File: src/rtl/nfc_pkg.sv
// nfc_pkg.sv: shared constants and types of the nand flash host port
package nfc_pkg;
  // clock rate in MHz and pin timing, figures in ns
  localparam int CLK_MHZ = 200;
  localparam int T_WC_NS = 45;   // write cycle
  localparam int T_WH_NS = 15;   // write strobe high hold
  localparam int T_RC_NS = 50;   // read cycle, slowest supply variant
  localparam int T_REH_NS = 15;  // output strobe high hold
  localparam int T_ADL_NS = 100; // last address to first data
  localparam int T_WB_NS = 100;  // write strobe high to busy
  localparam int T_WHR_NS = 60;  // write strobe high to output strobe low
  localparam int T_RHW_NS = 100; // output strobe high to write strobe low

  // least time in ns to whole clock cycles, never below one
  function automatic logic [7:0] ns_to_cyc(input int ns);
    int c;
    c = (ns * CLK_MHZ + 999) / 1000;
    return (c < 1) ? 8'h01 : 8'(c);
  endfunction : ns_to_cyc

  localparam logic [7:0] CYC_WLO = ns_to_cyc(T_WC_NS - T_WH_NS);
  localparam logic [7:0] CYC_WHI = ns_to_cyc(T_WH_NS);
  localparam logic [7:0] CYC_RLO = ns_to_cyc(T_RC_NS - T_REH_NS);
  localparam logic [7:0] CYC_RHI = ns_to_cyc(T_REH_NS);
  localparam logic [7:0] CYC_ADL = ns_to_cyc(T_ADL_NS);
  localparam logic [7:0] CYC_WB = ns_to_cyc(T_WB_NS);
  localparam logic [7:0] CYC_WHR = ns_to_cyc(T_WHR_NS);
  localparam logic [7:0] CYC_RHW = ns_to_cyc(T_RHW_NS);

  // command bytes
  localparam logic [7:0] CMD_READ = 8'h00;
  localparam logic [7:0] CMD_READ_GO = 8'h30;
  localparam logic [7:0] CMD_ROUT = 8'h05;
  localparam logic [7:0] CMD_ROUT_GO = 8'he0;
  localparam logic [7:0] CMD_LOAD = 8'h80;
  localparam logic [7:0] CMD_RIN = 8'h85;
  localparam logic [7:0] CMD_PROG_GO = 8'h10;
  localparam logic [7:0] CMD_ID = 8'h90;
  localparam logic [7:0] CMD_STAT = 8'h70;

  // geometry and limits
  localparam logic [2:0] ADDR_LAST = 3'h4;   // five address cycles
  localparam logic [2:0] PART_MAX = 3'h4;    // partial programs per page
  localparam logic [11:0] ID_LEN = 12'h004;  // identification bytes
  localparam int ST_FAIL = 0;
  localparam int ST_RDY = 6;
  localparam int ST_WPN = 7;

  // register byte offsets
  localparam logic [4:0] OFS_CTRL = 5'h00;
  localparam logic [4:0] OFS_ADDR = 5'h04;
  localparam logic [4:0] OFS_LEN = 5'h08;
  localparam logic [4:0] OFS_DATA = 5'h0c;
  localparam logic [4:0] OFS_STAT = 5'h10;
  localparam logic [4:0] OFS_IDW = 5'h14;
  localparam logic [4:0] OFS_GEOM = 5'h18;

  typedef enum logic [2:0] {
    OP_NONE = 3'h0, OP_READ = 3'h1, OP_RDCOL = 3'h2, OP_PROG = 3'h3,
    OP_WRCOL = 3'h4, OP_ID = 3'h5, OP_STAT = 3'h6
  } nfc_op_t;

  typedef enum logic [1:0] {
    K_CMD = 2'h0, K_ADR = 2'h1, K_WR = 2'h2, K_RD = 2'h3
  } nfc_kind_t;
endpackage : nfc_pkg

File: src/rtl/nfc_cyc_if.sv
// nfc_cyc_if.sv: request and answer of one pin cycle between engine and strobe unit
`timescale 1ns/1ps
`default_nettype none
interface nfc_cyc_if;
  logic req;                  // one-cycle start pulse
  nfc_pkg::nfc_kind_t kind;   // command, address, write or read
  logic [7:0] wdata;          // byte to drive
  logic ce_on;                // engine wants chip enable low
  logic done;                 // one-cycle end pulse
  logic [7:0] rdata;          // byte caught on a read
  modport eng(output req, kind, wdata, ce_on, input done, rdata);
  modport cyc(input req, kind, wdata, ce_on, output done, rdata);
endinterface : nfc_cyc_if
`default_nettype wire

File: src/rtl/nfc_cycle.sv
// nfc_cycle.sv: strobe unit that times one command, address or data cycle on the pins
`timescale 1ns/1ps
`default_nettype none
module nfc_cycle import nfc_pkg::*; (
  input wire logic mclk_i,
  input wire logic reset_i,
  nfc_cyc_if.cyc c,
  output logic ce_n_o,
  output logic cle_o,
  output logic ale_o,
  output logic we_n_o,
  output logic output_strobe_n_o,
  output logic [7:0] io_o,
  output logic io_oe_o,
  input wire logic [7:0] io_i
);
  typedef enum logic [1:0] {C_IDLE = 2'h0, C_LO = 2'h1, C_HI = 2'h2} nfc_cst_t;

  nfc_cst_t st_q, st_d;       // strobe phase
  logic [7:0] cnt_q, cnt_d;   // cycles left in phase
  logic rd_q, rd_d;           // current cycle is a read
  logic ce_n_q, ce_n_d, cle_q, cle_d, ale_q, ale_d, we_n_q, we_n_d, os_n_q, os_n_d;
  logic [7:0] io_q, io_d, rdat_q, rdat_d;
  logic oe_q, oe_d, done_q, done_d;

  // next phase: strobe low for the low time, then high for the hold time
  always_comb begin
    st_d = st_q;
    cnt_d = cnt_q;
    rd_d = rd_q;
    cle_d = cle_q;
    ale_d = ale_q;
    we_n_d = we_n_q;
    os_n_d = os_n_q;
    io_d = io_q;
    oe_d = oe_q;
    rdat_d = rdat_q;
    done_d = 1'b0;
    // chip enable stays low while a cycle runs, even if the engine lets go
    ce_n_d = !(c.ce_on || st_q != C_IDLE);
    case (st_q)
      C_IDLE: begin
        if (c.req) begin
          cle_d = (c.kind == K_CMD);
          ale_d = (c.kind == K_ADR);
          io_d = c.wdata;
          oe_d = (c.kind != K_RD);
          rd_d = (c.kind == K_RD);
          ce_n_d = 1'b0;
          if (c.kind == K_RD) begin
            os_n_d = 1'b0;
            cnt_d = CYC_RLO;
          end else begin
            we_n_d = 1'b0;
            cnt_d = CYC_WLO;
          end
          st_d = C_LO;
        end
      end
      C_LO: begin
        if (cnt_q == 8'h01) begin
          // data is caught as the output strobe rises, after the access time
          if (rd_q) begin
            rdat_d = io_i;
          end
          we_n_d = 1'b1;
          os_n_d = 1'b1;
          cnt_d = rd_q ? CYC_RHI : CYC_WHI;
          st_d = C_HI;
        end else begin
          cnt_d = cnt_q - 8'h01;
        end
      end
      C_HI: begin
        if (cnt_q == 8'h01) begin
          // latches and data drive drop only after the hold time
          cle_d = 1'b0;
          ale_d = 1'b0;
          oe_d = 1'b0;
          done_d = 1'b1;
          st_d = C_IDLE;
        end else begin
          cnt_d = cnt_q - 8'h01;
        end
      end
      default: st_d = C_IDLE;
    endcase
  end

  // register the phase and every pin
  always_ff @(posedge mclk_i) begin
    if (reset_i) begin
      st_q <= C_IDLE;
      cnt_q <= 8'h00;
      rd_q <= 1'b0;
      ce_n_q <= 1'b1;
      cle_q <= 1'b0;
      ale_q <= 1'b0;
      we_n_q <= 1'b1;
      os_n_q <= 1'b1;
      io_q <= 8'h00;
      oe_q <= 1'b0;
      rdat_q <= 8'h00;
      done_q <= 1'b0;
    end else begin
      st_q <= st_d;
      cnt_q <= cnt_d;
      rd_q <= rd_d;
      ce_n_q <= ce_n_d;
      cle_q <= cle_d;
      ale_q <= ale_d;
      we_n_q <= we_n_d;
      os_n_q <= os_n_d;
      io_q <= io_d;
      oe_q <= oe_d;
      rdat_q <= rdat_d;
      done_q <= done_d;
    end
  end

  assign c.done = done_q;
  assign c.rdata = rdat_q;
  assign ce_n_o = ce_n_q;
  assign cle_o = cle_q;
  assign ale_o = ale_q;
  assign we_n_o = we_n_q;
  assign output_strobe_n_o = os_n_q;
  assign io_o = io_q;
  assign io_oe_o = oe_q;
endmodule : nfc_cycle
`default_nettype wire

File: src/rtl/nfc_top.sv
// nfc_top.sv: wishbone-controlled host engine for a byte-wide nand flash
// Functional notes
// - chip enable released while waiting for data
// - address bytes: column low, high, row low, high, then a zero byte
// - page read: setup, five addresses, confirm
// - at most four partial programs per page
// - pages programmed in ascending order per block
// - program load: input command, address, data bytes
// - random input command moves load pointer
// - no command but status while device busy
// - identification takes one zero address cycle
`timescale 1ns/1ps
`default_nettype none
module nfc_top import nfc_pkg::*; (
  input wire logic mclk_i,
  input wire logic reset_i,
  input wire logic wb_cyc_i,
  input wire logic wb_stb_i,
  input wire logic wb_we_i,
  input wire logic [4:0] wb_adr_i,
  input wire logic [3:0] wb_sel_i,
  input wire logic [31:0] wb_dat_i,
  output logic [31:0] wb_dat_o,
  output logic wb_ack_o,
  output wire logic ce_n_o,
  output wire logic cle_o,
  output wire logic ale_o,
  output wire logic we_n_o,
  output wire logic output_strobe_n_o,
  output logic wp_n_o,
  output wire logic [7:0] io_o,
  output wire logic io_oe_o,
  input wire logic [7:0] io_i,
  input wire logic rb_n_i
);
  typedef enum logic [3:0] {
    E_IDLE = 4'h0, E_CMD1 = 4'h1, E_ADDR = 4'h2, E_CMD2 = 4'h3, E_GAP = 4'h4,
    E_RDY = 4'h5, E_XFER = 4'h6, E_SCMD = 4'h7, E_SRD = 4'h8
  } nfc_est_t;

  nfc_cyc_if cy ();

  nfc_est_t st_q, st_d, gnx_q, gnx_d;   // engine state, state after a gap
  nfc_op_t op_q, op_d;                  // operation in hand
  logic conf_q, conf_d;                 // confirm after a load
  logic [27:0] adr_q, adr_d;            // flat byte address, column in 11:0
  logic [11:0] len_q, len_d;            // bytes to move
  logic [11:0] cnt_q, cnt_d;            // bytes moved so far
  logic [2:0] acnt_q, acnt_d;           // address cycle index
  logic [7:0] gap_q, gap_d;             // wait cycles left
  logic pend_q, pend_d;                 // a pin cycle is running
  logic req_q, req_d;
  nfc_kind_t kind_q, kind_d;
  logic [7:0] wd_q, wd_d;
  logic [7:0] wbyte_q, wbyte_d, rbyte_q, rbyte_d;
  logic wval_q, wval_d, rval_q, rval_d;  // data register full flags
  logic err_q, err_d;                   // last start refused
  logic [7:0] stat_q, stat_d;           // last status byte read
  logic [31:0] id_q, id_d;              // four identification bytes
  logic [15:0] lrow_q, lrow_d;          // last programmed row
  logic lrow_v_q, lrow_v_d;
  logic [2:0] pcnt_q, pcnt_d;           // partial programs on that row
  logic open_q, open_d;                 // load begun, not yet confirmed
  logic rdok_q, rdok_d;                 // a page sits in the device registers
  logic wpn_q, wpn_d;
  logic ack_q, ack_d;
  logic [31:0] dat_q, dat_d;
  // combinational helpers
  logic hit, stall, refuse;
  logic [31:0] mrg;                     // lane merge of an ADDR or LEN write
  nfc_op_t opn;

  // operations that stream bytes out of the device
  function automatic logic is_rd(input nfc_op_t op);
    return (op == OP_READ) || (op == OP_RDCOL) || (op == OP_ID);
  endfunction : is_rd

  // byte-lane merge of a register write
  function automatic logic [31:0] merge(input logic [31:0] old, input logic [31:0] nw,
                                        input logic [3:0] sel);
    logic [31:0] r;
    r = old;
    for (int i = 0; i < 4; i++) begin
      if (sel[i]) r[i*8 +: 8] = nw[i*8 +: 8];
    end
    return r;
  endfunction : merge

  // address byte for cycle idx; identification sends a single zero
  function automatic logic [7:0] abyte(input logic [2:0] idx, input logic [27:0] a,
                                       input nfc_op_t op);
    if (op == OP_ID) return 8'h00;
    case (idx)
      3'h0: return a[7:0];
      3'h1: return {4'h0, a[11:8]};
      3'h2: return a[19:12];
      3'h3: return a[27:20];
      default: return 8'h00;
    endcase
  endfunction : abyte

  // geometry decode of the fourth identification byte
  function automatic logic [31:0] geom(input logic [7:0] b);
    logic [31:0] g;
    g = 32'h0;
    case (b[1:0])
      2'h0: g[7:0] = 8'h01;
      2'h1: g[7:0] = 8'h02;
      default: g[7:0] = 8'h00;
    endcase
    case (b[5:4])
      2'h0: g[17:8] = 10'h040;
      2'h1: g[17:8] = 10'h080;
      2'h2: g[17:8] = 10'h100;
      default: g[17:8] = 10'h000;
    endcase
    g[22:18] = b[2] ? 5'h10 : 5'h08;
    g[23] = b[6];
    g[25:24] = ({b[7], b[3]} == 2'h0) ? 2'h0 : (({b[7], b[3]} == 2'h2) ? 2'h1 : 2'h2);
    return g;
  endfunction : geom

  // bus slave, start checks and command engine
  always_comb begin
    st_d = st_q; gnx_d = gnx_q; op_d = op_q; conf_d = conf_q;
    adr_d = adr_q; len_d = len_q; cnt_d = cnt_q; acnt_d = acnt_q;
    gap_d = gap_q; pend_d = pend_q; kind_d = kind_q; wd_d = wd_q;
    wbyte_d = wbyte_q; rbyte_d = rbyte_q; wval_d = wval_q; rval_d = rval_q;
    err_d = err_q; stat_d = stat_q; id_d = id_q; lrow_d = lrow_q;
    lrow_v_d = lrow_v_q; pcnt_d = pcnt_q; open_d = open_q; rdok_d = rdok_q;
    wpn_d = wpn_q; dat_d = dat_q;
    req_d = 1'b0;
    ack_d = 1'b0;
    refuse = 1'b0;
    opn = nfc_op_t'(wb_dat_i[2:0]);
    mrg = merge((wb_adr_i == OFS_ADDR) ? {4'h0, adr_q} : {20'h0, len_q}, wb_dat_i, wb_sel_i);
    hit = wb_cyc_i && wb_stb_i && !ack_q;
    // the data register holds the bus off until the engine can take or give a byte
    stall = (wb_adr_i == OFS_DATA) && (wb_we_i ? (wval_q && st_q != E_IDLE)
                                               : (st_q != E_IDLE && is_rd(op_q) && !rval_q));
    if (hit && !stall) begin
      ack_d = 1'b1;
      case (wb_adr_i)
        OFS_CTRL: dat_d = {27'h0, wpn_q, conf_q, op_q};
        OFS_ADDR: dat_d = {4'h0, adr_q};
        OFS_LEN: dat_d = {20'h0, len_q};
        OFS_DATA: dat_d = {24'h0, rbyte_q};
        OFS_STAT: dat_d = {16'h0, stat_q, 2'h0, stat_q[ST_WPN], stat_q[ST_RDY],
                           stat_q[ST_FAIL], err_q, rb_n_i, (st_q != E_IDLE)};
        OFS_IDW: dat_d = id_q;
        OFS_GEOM: dat_d = geom(id_q[31:24]);
        default: dat_d = 32'h0;
      endcase
      if (!wb_we_i && wb_adr_i == OFS_DATA) begin
        rval_d = 1'b0;
      end
      if (wb_we_i) begin
        case (wb_adr_i)
          OFS_ADDR: adr_d = mrg[27:0];
          OFS_LEN: len_d = mrg[11:0];
          OFS_DATA: begin
            if (wb_sel_i[0]) begin
              wbyte_d = wb_dat_i[7:0];
              wval_d = 1'b1;
            end
          end
          OFS_CTRL: begin
            if (wb_sel_i[0]) begin
              wpn_d = wb_dat_i[4];
              // a start is refused while busy or when the sequence would be illegal
              if (st_q != E_IDLE || opn == OP_NONE || opn > OP_STAT) refuse = 1'b1;
              if (!rb_n_i && opn != OP_STAT) refuse = 1'b1;
              if (opn == OP_RDCOL && !rdok_q) refuse = 1'b1;
              if (opn == OP_WRCOL && !open_q) refuse = 1'b1;
              if (opn == OP_PROG && lrow_v_q && adr_q[27:12] == lrow_q
                  && pcnt_q == PART_MAX) refuse = 1'b1;
              if (opn == OP_PROG && lrow_v_q && adr_q[27:18] == lrow_q[15:6]
                  && adr_q[17:12] < lrow_q[5:0]) refuse = 1'b1;
              err_d = refuse;
              if (!refuse) begin
                op_d = opn;
                conf_d = wb_dat_i[3];
                cnt_d = 12'h000;
                acnt_d = 3'h0;
                st_d = E_CMD1;
                if (opn == OP_READ || opn == OP_PROG || opn == OP_ID) begin
                  rdok_d = 1'b0;
                  open_d = 1'b0;
                end
                if (opn == OP_PROG) begin
                  open_d = 1'b1;
                  lrow_d = adr_q[27:12];
                  lrow_v_d = 1'b1;
                  pcnt_d = (lrow_v_q && adr_q[27:12] == lrow_q) ? pcnt_q + 3'h1 : 3'h1;
                end
              end
            end
          end
          default: ;
        endcase
      end
    end
    // engine: each pin cycle is a req pulse, then a wait for done
    case (st_q)
      E_IDLE: ;
      E_CMD1: begin
        if (!pend_q) begin
          req_d = 1'b1;
          pend_d = 1'b1;
          kind_d = K_CMD;
          case (op_q)
            OP_READ: wd_d = CMD_READ;
            OP_RDCOL: wd_d = CMD_ROUT;
            OP_PROG: wd_d = CMD_LOAD;
            OP_WRCOL: wd_d = CMD_RIN;
            OP_ID: wd_d = CMD_ID;
            default: wd_d = CMD_STAT;
          endcase
        end else if (cy.done) begin
          pend_d = 1'b0;
          if (op_q == OP_STAT) begin
            gap_d = CYC_WHR;
            gnx_d = E_SRD;
            st_d = E_GAP;
          end else begin
            st_d = E_ADDR;
          end
        end
      end
      E_ADDR: begin
        if (!pend_q) begin
          req_d = 1'b1;
          pend_d = 1'b1;
          kind_d = K_ADR;
          wd_d = abyte(acnt_q, adr_q, op_q);
        end else if (cy.done) begin
          pend_d = 1'b0;
          acnt_d = acnt_q + 3'h1;
          if (op_q == OP_ID || acnt_q == ADDR_LAST
              || (acnt_q == 3'h1 && (op_q == OP_RDCOL || op_q == OP_WRCOL))) begin
            if (op_q == OP_READ || op_q == OP_RDCOL) begin
              st_d = E_CMD2;
            end else begin
              gap_d = (op_q == OP_ID) ? CYC_WHR : CYC_ADL;
              gnx_d = E_XFER;
              st_d = E_GAP;
            end
          end
        end
      end
      E_CMD2: begin
        if (!pend_q) begin
          req_d = 1'b1;
          pend_d = 1'b1;
          kind_d = K_CMD;
          wd_d = (op_q == OP_READ) ? CMD_READ_GO : ((op_q == OP_RDCOL) ? CMD_ROUT_GO
                                                                   : CMD_PROG_GO);
        end else if (cy.done) begin
          pend_d = 1'b0;
          if (!is_rd(op_q)) open_d = 1'b0;
          gap_d = CYC_WB;
          gnx_d = E_RDY;
          st_d = E_GAP;
        end
      end
      E_GAP: begin
        if (gap_q <= 8'h01) st_d = gnx_q;
        else gap_d = gap_q - 8'h01;
      end
      E_RDY: begin
        if (rb_n_i) begin
          if (op_q == OP_READ) rdok_d = 1'b1;
          st_d = is_rd(op_q) ? E_XFER : E_SCMD;
        end
      end
      E_XFER: begin
        if (!pend_q && cnt_q == ((op_q == OP_ID) ? ID_LEN : len_q)) begin
          if (!is_rd(op_q) && conf_q) begin
            st_d = E_CMD2;
          end else begin
            gap_d = CYC_RHW;
            gnx_d = E_IDLE;
            st_d = E_GAP;
          end
        end else if (!pend_q) begin
          if (is_rd(op_q) && !rval_q) begin
            req_d = 1'b1;
            pend_d = 1'b1;
            kind_d = K_RD;
          end else if (!is_rd(op_q) && wval_q) begin
            req_d = 1'b1;
            pend_d = 1'b1;
            kind_d = K_WR;
            wd_d = wbyte_q;
            wval_d = 1'b0;
          end
        end else if (cy.done) begin
          pend_d = 1'b0;
          cnt_d = cnt_q + 12'h001;
          if (op_q == OP_ID) begin
            id_d[cnt_q[1:0]*8 +: 8] = cy.rdata;
          end else if (is_rd(op_q)) begin
            rbyte_d = cy.rdata;
            rval_d = 1'b1;
          end
        end
      end
      E_SCMD: begin
        if (!pend_q) begin
          req_d = 1'b1;
          pend_d = 1'b1;
          kind_d = K_CMD;
          wd_d = CMD_STAT;
        end else if (cy.done) begin
          pend_d = 1'b0;
          gap_d = CYC_WHR;
          gnx_d = E_SRD;
          st_d = E_GAP;
        end
      end
      E_SRD: begin
        if (!pend_q) begin
          req_d = 1'b1;
          pend_d = 1'b1;
          kind_d = K_RD;
        end else if (cy.done) begin
          pend_d = 1'b0;
          stat_d = cy.rdata;
          gap_d = CYC_RHW;
          gnx_d = E_IDLE;
          st_d = E_GAP;
        end
      end
      default: st_d = E_IDLE;
    endcase
  end

  // register all state
  always_ff @(posedge mclk_i) begin
    if (reset_i) begin
      st_q <= E_IDLE; gnx_q <= E_IDLE; op_q <= OP_NONE; conf_q <= 1'b0;
      adr_q <= 28'h0; len_q <= 12'h0; cnt_q <= 12'h0; acnt_q <= 3'h0;
      gap_q <= 8'h0; pend_q <= 1'b0; req_q <= 1'b0; kind_q <= K_CMD; wd_q <= 8'h0;
      wbyte_q <= 8'h0; rbyte_q <= 8'h0; wval_q <= 1'b0; rval_q <= 1'b0;
      err_q <= 1'b0; stat_q <= 8'h0; id_q <= 32'h0; lrow_q <= 16'h0;
      lrow_v_q <= 1'b0; pcnt_q <= 3'h0; open_q <= 1'b0; rdok_q <= 1'b0;
      wpn_q <= 1'b0; ack_q <= 1'b0; dat_q <= 32'h0;
    end else begin
      st_q <= st_d; gnx_q <= gnx_d; op_q <= op_d; conf_q <= conf_d;
      adr_q <= adr_d; len_q <= len_d; cnt_q <= cnt_d; acnt_q <= acnt_d;
      gap_q <= gap_d; pend_q <= pend_d; req_q <= req_d; kind_q <= kind_d; wd_q <= wd_d;
      wbyte_q <= wbyte_d; rbyte_q <= rbyte_d; wval_q <= wval_d; rval_q <= rval_d;
      err_q <= err_d; stat_q <= stat_d; id_q <= id_d; lrow_q <= lrow_d;
      lrow_v_q <= lrow_v_d; pcnt_q <= pcnt_d; open_q <= open_d; rdok_q <= rdok_d;
      wpn_q <= wpn_d; ack_q <= ack_d; dat_q <= dat_d;
    end
  end

  // chip enable is let go while the engine waits on software for data
  assign cy.ce_on = (st_q != E_IDLE) && !(st_q == E_XFER && !pend_q);
  assign cy.req = req_q;
  assign cy.kind = kind_q;
  assign cy.wdata = wd_q;
  assign wb_ack_o = ack_q;
  assign wb_dat_o = dat_q;
  assign wp_n_o = wpn_q;

  nfc_cycle u_cyc (
    .mclk_i(mclk_i),
    .reset_i(reset_i),
    .c(cy.cyc),
    .ce_n_o(ce_n_o),
    .cle_o(cle_o),
    .ale_o(ale_o),
    .we_n_o(we_n_o),
    .output_strobe_n_o(output_strobe_n_o),
    .io_o(io_o),
    .io_oe_o(io_oe_o),
    .io_i(io_i)
  );
endmodule : nfc_top
`default_nettype wire

File: config.mk
export PLATFORM = sky130hd
export DESIGN_NAME = nfc_top
export DESIGN_NICKNAME = d
export VERILOG_FILES = /design/src/rtl/nfc_pkg.sv /design/src/rtl/nfc_cyc_if.sv /design/src/rtl/nfc_cycle.sv /design/src/rtl/nfc_top.sv
export SDC_FILE = /design/constraint.sdc
export NUM_CORES = 1
export LEC_CHECK = 0
export BUFFER_PORTS_ARGS = -buffer_cell sky130_fd_sc_hd__buf_4
export CAP_MARGIN = 20
export CORE_MARGIN = 5
export CORE_UTILIZATION = 60
export CTS_CLUSTER_DIAMETER = 50
export DETAILED_ROUTE_END_ITERATION = 16
export PLACE_DENSITY_LB_ADDON = 0.3
export SLEW_MARGIN = 20
export SYNTH_ARGS = -nofsm -noshare
export SYNTH_HDL_FRONTEND = slang
export SYNTH_SLANG_ARGS = --single-unit
File: constraint.sdc
create_clock -name mclk_i -period 3.65 [get_ports mclk_i]
set_clock_uncertainty 0.15 [all_clocks]
set_input_delay 0 -clock mclk_i [delete_from_list [all_inputs] [get_ports mclk_i]]
set_output_delay 0 -clock mclk_i [all_outputs]
set_load 0.02 [all_outputs]
# Yosys cells after proc, flatten, opt, wreduce, memory -nomap -nowiden

Cells that the tools add are included.
W data, S select, Z words.

Add/subtract/negate cells: 6
Magnitude comparators: 3
Equal/unequal tests: 82
Shifts and indexed selects: 2
Multiplexer cells: 195
Bitwise logic cells: 4
Reduce and logical (&&, ||, !) cells: 93

Operator list:

| operator                  | count |
|---|---|
| $mux W8                   | 32 |
| $pmux W32 S7              | 1 |
| $mux W4                   | 31 |
| $mux W12                  | 10 |
| $pmux W8 S5               | 2 |
| $mux W1                   | 75 |
| $ne A2 B2 Y1 const B      | 28 |
| $pmux W8 S6               | 1 |
| $mux W3                   | 12 |
| $neg A5 Y34               | 1 |
| $shift A8 B34 Y32 const A | 1 |
| $shiftx A8 B34 Y32        | 1 |
| $bwmux W32                | 1 |
| $pmux W8 S4               | 1 |
| $mux W28                  | 1 |
| $pmux W4 S7               | 1 |
| $reduce_and A4 Y1         | 7 |
| $pmux W9 S3               | 1 |
| $logic_and A1 B1 Y1       | 24 |
| $mux W2                   | 12 |
| $pmux W4 S6               | 1 |
| $pmux W8 S3               | 1 |
| $eq A3 B3 Y1 const B      | 7 |
| $reduce_and A3 Y1         | 7 |
| other kinds (50)          | 126 |

Flip-flop bits (word level): 236
Input port bits: 55
Logic and storage cells: 428

# Longest topological paths before layout

Depth in word-level cells: 22
Mapped depth: 10
Mapped depth without buffers: 9

# By module

Synthesis repeated with hierarchy kept, for this count alone.

Cell total of the unflattened synthesis: 1480
Area total of the unflattened synthesis: 11614.9 um2

By module, submodules not included:

| module    | instances | cells each | area an instance (um2) |
|---|---|---|---|
| nfc_top   | 1         | 1300       | 10027.1 |
| nfc_cycle | 1         | 180        | 1587.8 |

# Worst setup path after synthesis

Ideal clock, no wire load.

Path kind: flip-flop to flip-flop
From: reg cnt_q[0]
To: reg gnx_q[3]
Data arrival time: 2.368 ns
Data required time: 3.430 ns
Slack: 1.062 ns
Stages on the path, launching flop included: 10
Path buffers: 2
Cells stage by stage: dfxtp_1 buf_6 inv_2 a2111oi_2 nand4_2 a211oi_4 a31oi_1 buf_2 or4_1 a21oi_1

Word-level cells in the longest chain between the ends: 4

Ends and longest elaborated chain:

| what                         | RTL line       | source |
|---|---|---|
| from (decl)                  | nfc_top.sv:48  | `logic [11:0] cnt_q, cnt_d;` |
| from (signal assigned)       | nfc_top.sv:350 | `adr_q <= adr_d; len_q <= len_d; cnt_q <= cnt_d; acnt_q <= acnt_d;` |
| $eq A12 B12 Y1               | nfc_top.sv:277 | `if (!pend_q && cnt_q == ((op_q == OP_ID) ? ID_LEN : len_q)) begin` |
| $logic_and A1 B1 Y1          | nfc_top.sv:277 |  |
| $ne A2 B2 Y1 (no line)       | n/a            |  |
| $reduce_and A16 Y1 (no line) | n/a            |  |
| to (signal assigned)         | nfc_top.sv:349 | `st_q <= st_d; gnx_q <= gnx_d; op_q <= op_d; conf_q <= conf_d;` |
| to (decl)                    | nfc_top.sv:43  | `nfc_est_t st_q, st_d, gnx_q, gnx_d;` |

No other way between the ends.
A chain may end at the register's enable or synchronous reset.

# Worst setup path in the final report

From: reg st_q[2]
To: reg adr_q[14]

Word-level cells in the longest chain between the ends: 8
Elaborated cells on any way between the ends: 9
Those cells by class: mux (1); reduce/logical (8)

Ends and longest elaborated chain:

| what                              | RTL line                       | source |
|---|---|---|
| from (decl)                       | nfc_top.sv:43                  |  |
| from (signal assigned)            | nfc_top.sv:349                 |  |
| $reduce_bool A4 Y1 (*)            | nfc_top.sv:139, nfc_top.sv:140 |  |
| $logic_and A1 B1 Y1 (2 in series) | nfc_top.sv:140                 | `: (st_q != E_IDLE && is_rd(op_q) && !rval_q));` |
| $mux W1 (*)                       | nfc_top.sv:139                 | `stall = (wb_adr_i == OFS_DATA) && (wb_we_i ? (wval_q && st_q != E_IDLE)` |
| $logic_and A1 B1 Y1 (*)           | nfc_top.sv:139                 |  |
| $logic_not A1 Y1 (*)              | nfc_top.sv:141                 | `if (hit && !stall) begin` |
| $logic_and A1 B1 Y1 (*)           | nfc_top.sv:141                 |  |
| $reduce_and A4 Y1 (no line) (*)   | n/a                            |  |
| to (signal assigned)              | nfc_top.sv:350                 |  |
| to (decl)                         | nfc_top.sv:46                  | `logic [27:0] adr_q, adr_d;` |

Every way passes the cells marked *; elsewhere a longest branch is shown, timed or not.

==> summary.md <==
| Metric | Value |
|---|---|
| Final nets | `1,738` |
| EDFF count, synth | `0` |
| TNS Setup | `0 ns` |
| H-tree depth | `1` |
| Post-route clock period utilization | `0.936` |
| Seq/Total Area, Yosys | `0.400` |
| Worst-Skew Late Latency | `0.54 ns` |
| Ys flop type | `dfxtp_1` |
| Die X | `150 µm` |
| Setup violators final | `0` |
| CTS tree | `built` |
| Post-DP HPWL | `26,100 µm` |
| Worst slew pin tran | `1.05 ns` |
| Synth Area in XOR/XNOR | `0.0141` |
| RSZ-0062 raised after global routing | `no` |
| Async SR Flop Fraction | `0` |
| Yosys reg bits | `236` |
| Core Region | `0.0194 mm²` |
| Worst slack at placement | `0.646 ns` |
| Num CTS Buffers | `28` |
| Clk root buf | `clkbuf_16` |
| I/O pin count | `103` |
| Final wirelength | `39,400 µm` |
| Critical path arrival | `3.66 ns` |
| Post-synthesis mux area share | `0.0434` |
| Adder-Cell Fraction of Synth Area | `0.0286` |
| Pwr dens | `388 mW/mm²` |
| Worst relative slew slack | `0.296` |
| Number of global-route vias before repair | `11,498` |
| Crit path max fanout | `20` |
| GPL Wtd Cong | `0.982` |
| Mapped Cells | `1,496` |
| Antenna Cells | `0` |
| Ys Warns | `0` |
| Syn avg cell area | `7.90 µm²` |
| Largest net degree at the start of global routing | `121` |
| CP Data Required Time | `3.90 ns` |
| Maximum capacitance violations | `0` |
| Worst Path Class, Setup | `flop to flop` |
| Synth cell types | `82` |
| Startpoint types | `flop` |
| Endpoint kind of the worst setup timing path | `flop` |
| Overall die area | `0.0226 mm²` |
| I/O Buffers | `98` |
| Worst R2R Path Depth | `8` |
| HP Start | `wb_adr_i[2]` |
| Post-synthesis simple-gate area fraction | `0.251` |
| R2R Setup Slk | `0.23 ns` |
| Clock sink count | `236` |
| Die Ht | `150 µm` |
| Max Slew Vio Count | `0` |
| Hold Fails Final Rpt | `0` |
| Antenna-violating nets left | `0` |
| CTS max path bufs | `3` |
| Status | `complete, no violations` |
| Iter 0 DRT Violations | `1,769` |
| Setup bufs post-CTS | `0` |
| Drt first pass iters | `8` |
| DR DRC count | `0` |
| Detailed-route via count | `12,377` |
| Max VDD drop | `0.379 mV` |
| Worst Hold Depth | `6` |
| First-pass GRT wire length | `61,400 µm` |
| Crit path time final | `3.42 ns` |
| Routed len/inst | `20.3 µm` |
| Mapped cell area | `0.0118 mm²` |
| Clock slew at reported path FFs | `0.06 ns` |
| Initial core utilization | `0.609` |
| Leakage Power | `5.39 nW` |
| Initial antenna violation count | `0` |
| Setup ws final | `0.234 ns` |
| Cell row count | `51` |
| Reg2reg end | `adr_q[14]` |
| GRT Util Overall | `0.339` |
| Hold EP | `wb_dat_o[11]` |
| Total gr overflow | `0` |
| Worst Hold Class | `input port to flop` |
| Layout Area Growth over Synthesis | `24.0%` |
| Syn_nets | `1,578` |
| R2r startpoint | `st_q[2]` |
| Post-synthesis compound-gate area fraction | `0.218` |
| Layout cell share with drive strength beyond 1 | `0.131` |
| Fmax | `0.293 GHz` |
| Main combinational cell family by area after synthesis | `simple AND/OR/NAND/NOR gates` |
| Vias per cell | `6.38` |
Yosys cell counts (19+ instances only):
master	n	area (µm²)
inv_1	41	154
a22oi_1	54	405
mux2i_1	40	400
dfxtp_1	236	4720
clkbuf_1	72	270
nor2b_1	23	144
o21ai_0	71	355
nor2_1	148	556
nand3b_1	19	143
nor3_1	29	145
ha_1	27	338
nand2_1	220	826
a21oi_1	168	841
nand3_1	66	330
area by class of cell:
type / count / area, µm²
tap: 265 / 332
inverter: 42 / 158
clock buffer: 37 / 806
multi-input combinational: 1124 / 6570
clock inverter: 11 / 146
fill: 1385 / 4740
timing repair buffer: 224 / 1920
sequential: 236 / 4720
cells in the final DEF, fill, tap and decap left out, drive strengths merged, types with 12 or more instances in the layout:
cell,n
a21oi,168
a22oi,54
a31oi,16
and3,12
buf,137
clkbuf,37
dfxtp,236
dlygate4sd3,87
ha,27
inv,44
mux2i,40
nand2,220
nand2b,15
nand3,66
nand3b,19
nand4,15
nor2,148
nor2b,24
nor3,31
nor4,16
o21ai,72
o31ai,15
or3,14
xnor2,14
critical path, cell delays in order (launching register included):
cell	delay [ns]
dfxtp_1	0.80
nor4_1	0.12
buf_4	0.19
o311ai_1	0.52
nor2_2	0.28
nand2_1	0.32
mux2i_1	0.26
dlygate4sd3_1	0.58
nor2_1	0.04
power breakdown:
part	switching, mW	internal [mW]	leakage [nW]
Combinational	0.129	0.100	3.02
Clock	1.12	1.76	0.470
Sequential	0.00302	2.58	1.90
Total	1.25	4.44	5.39
registers in the layout, summed over array words and instances (netlist names), 4 cells and up:
| signal | flops |
|---|---|
| rbyte_q | 8 |
| st_q | 4 |
| u_cyc.cnt_q | 8 |
| gap_q | 8 |
| cnt_q | 12 |
| id_q | 32 |
| gnx_q | 4 |
| cy.wdata | 8 |
| u_cyc.io_o | 8 |
| wb_dat_o | 32 |
| len_q | 12 |
| wbyte_q | 8 |
| u_cyc.c.rdata | 8 |
| adr_q | 28 |
| lrow_q | 16 |
| stat_q | 8 |
timing repair:
item                                    in CTS  in global routing
endpoints found under the setup margin       0                 15
hold endpoints to repair                   141                  0
hold buffers                                87                  0
gates resized for setup                      0                  2
worst max-delay path by stage:
stage              from  slack, ns        end
3_5_place_dp    op_q[1]       0.65   gap_q[1]
5_1_grt         st_q[2]       0.12  adr_q[14]
4_1_cts         st_q[2]       0.14  adr_q[16]
2_1_floorplan  cnt_q[0]       1.06   gnx_q[3]
3_3_place_gp    op_q[1]       0.70   gap_q[1]
6_report        st_q[2]       0.23  adr_q[14]
per-layer routing:
metal	GRT usage	vias up	part of all wire
met5	0	-	0.0012
met4	0.139	2	0.048
met3	0.0768	153	0.10
met2	0.553	723	0.47
met1	0.434	5812	0.38
li1	-	5687	-
through the flow:
stage | instance area (µm²) | hold slack (ns) | util | total power, mW | std cells
floorplan | 11800 | -0.00955 | - | 2.73 | 1496
global route | 14700 | 0.0893 | 0.755 | 5.81 | 1939
detailed placement | 12800 | 0.0915 | 0.661 | 2.81 | 1804
CTS | 14600 | 0.0131 | 0.755 | 5.68 | 1939
global placement | 12800 | 0.0831 | 0.661 | 2.81 | 1804
finish | 14700 | 0.0401 | 0.755 | 5.69 | 1939
cell families after synthesis:
logic type / Yosys count
simple gates: 622
compound gates: 406
flops: 236
buf+inv: 136
mux: 50
fa+ha+maj: 27
xor+xnor: 19
Note: power is estimated with default switching activity, not from simulation.
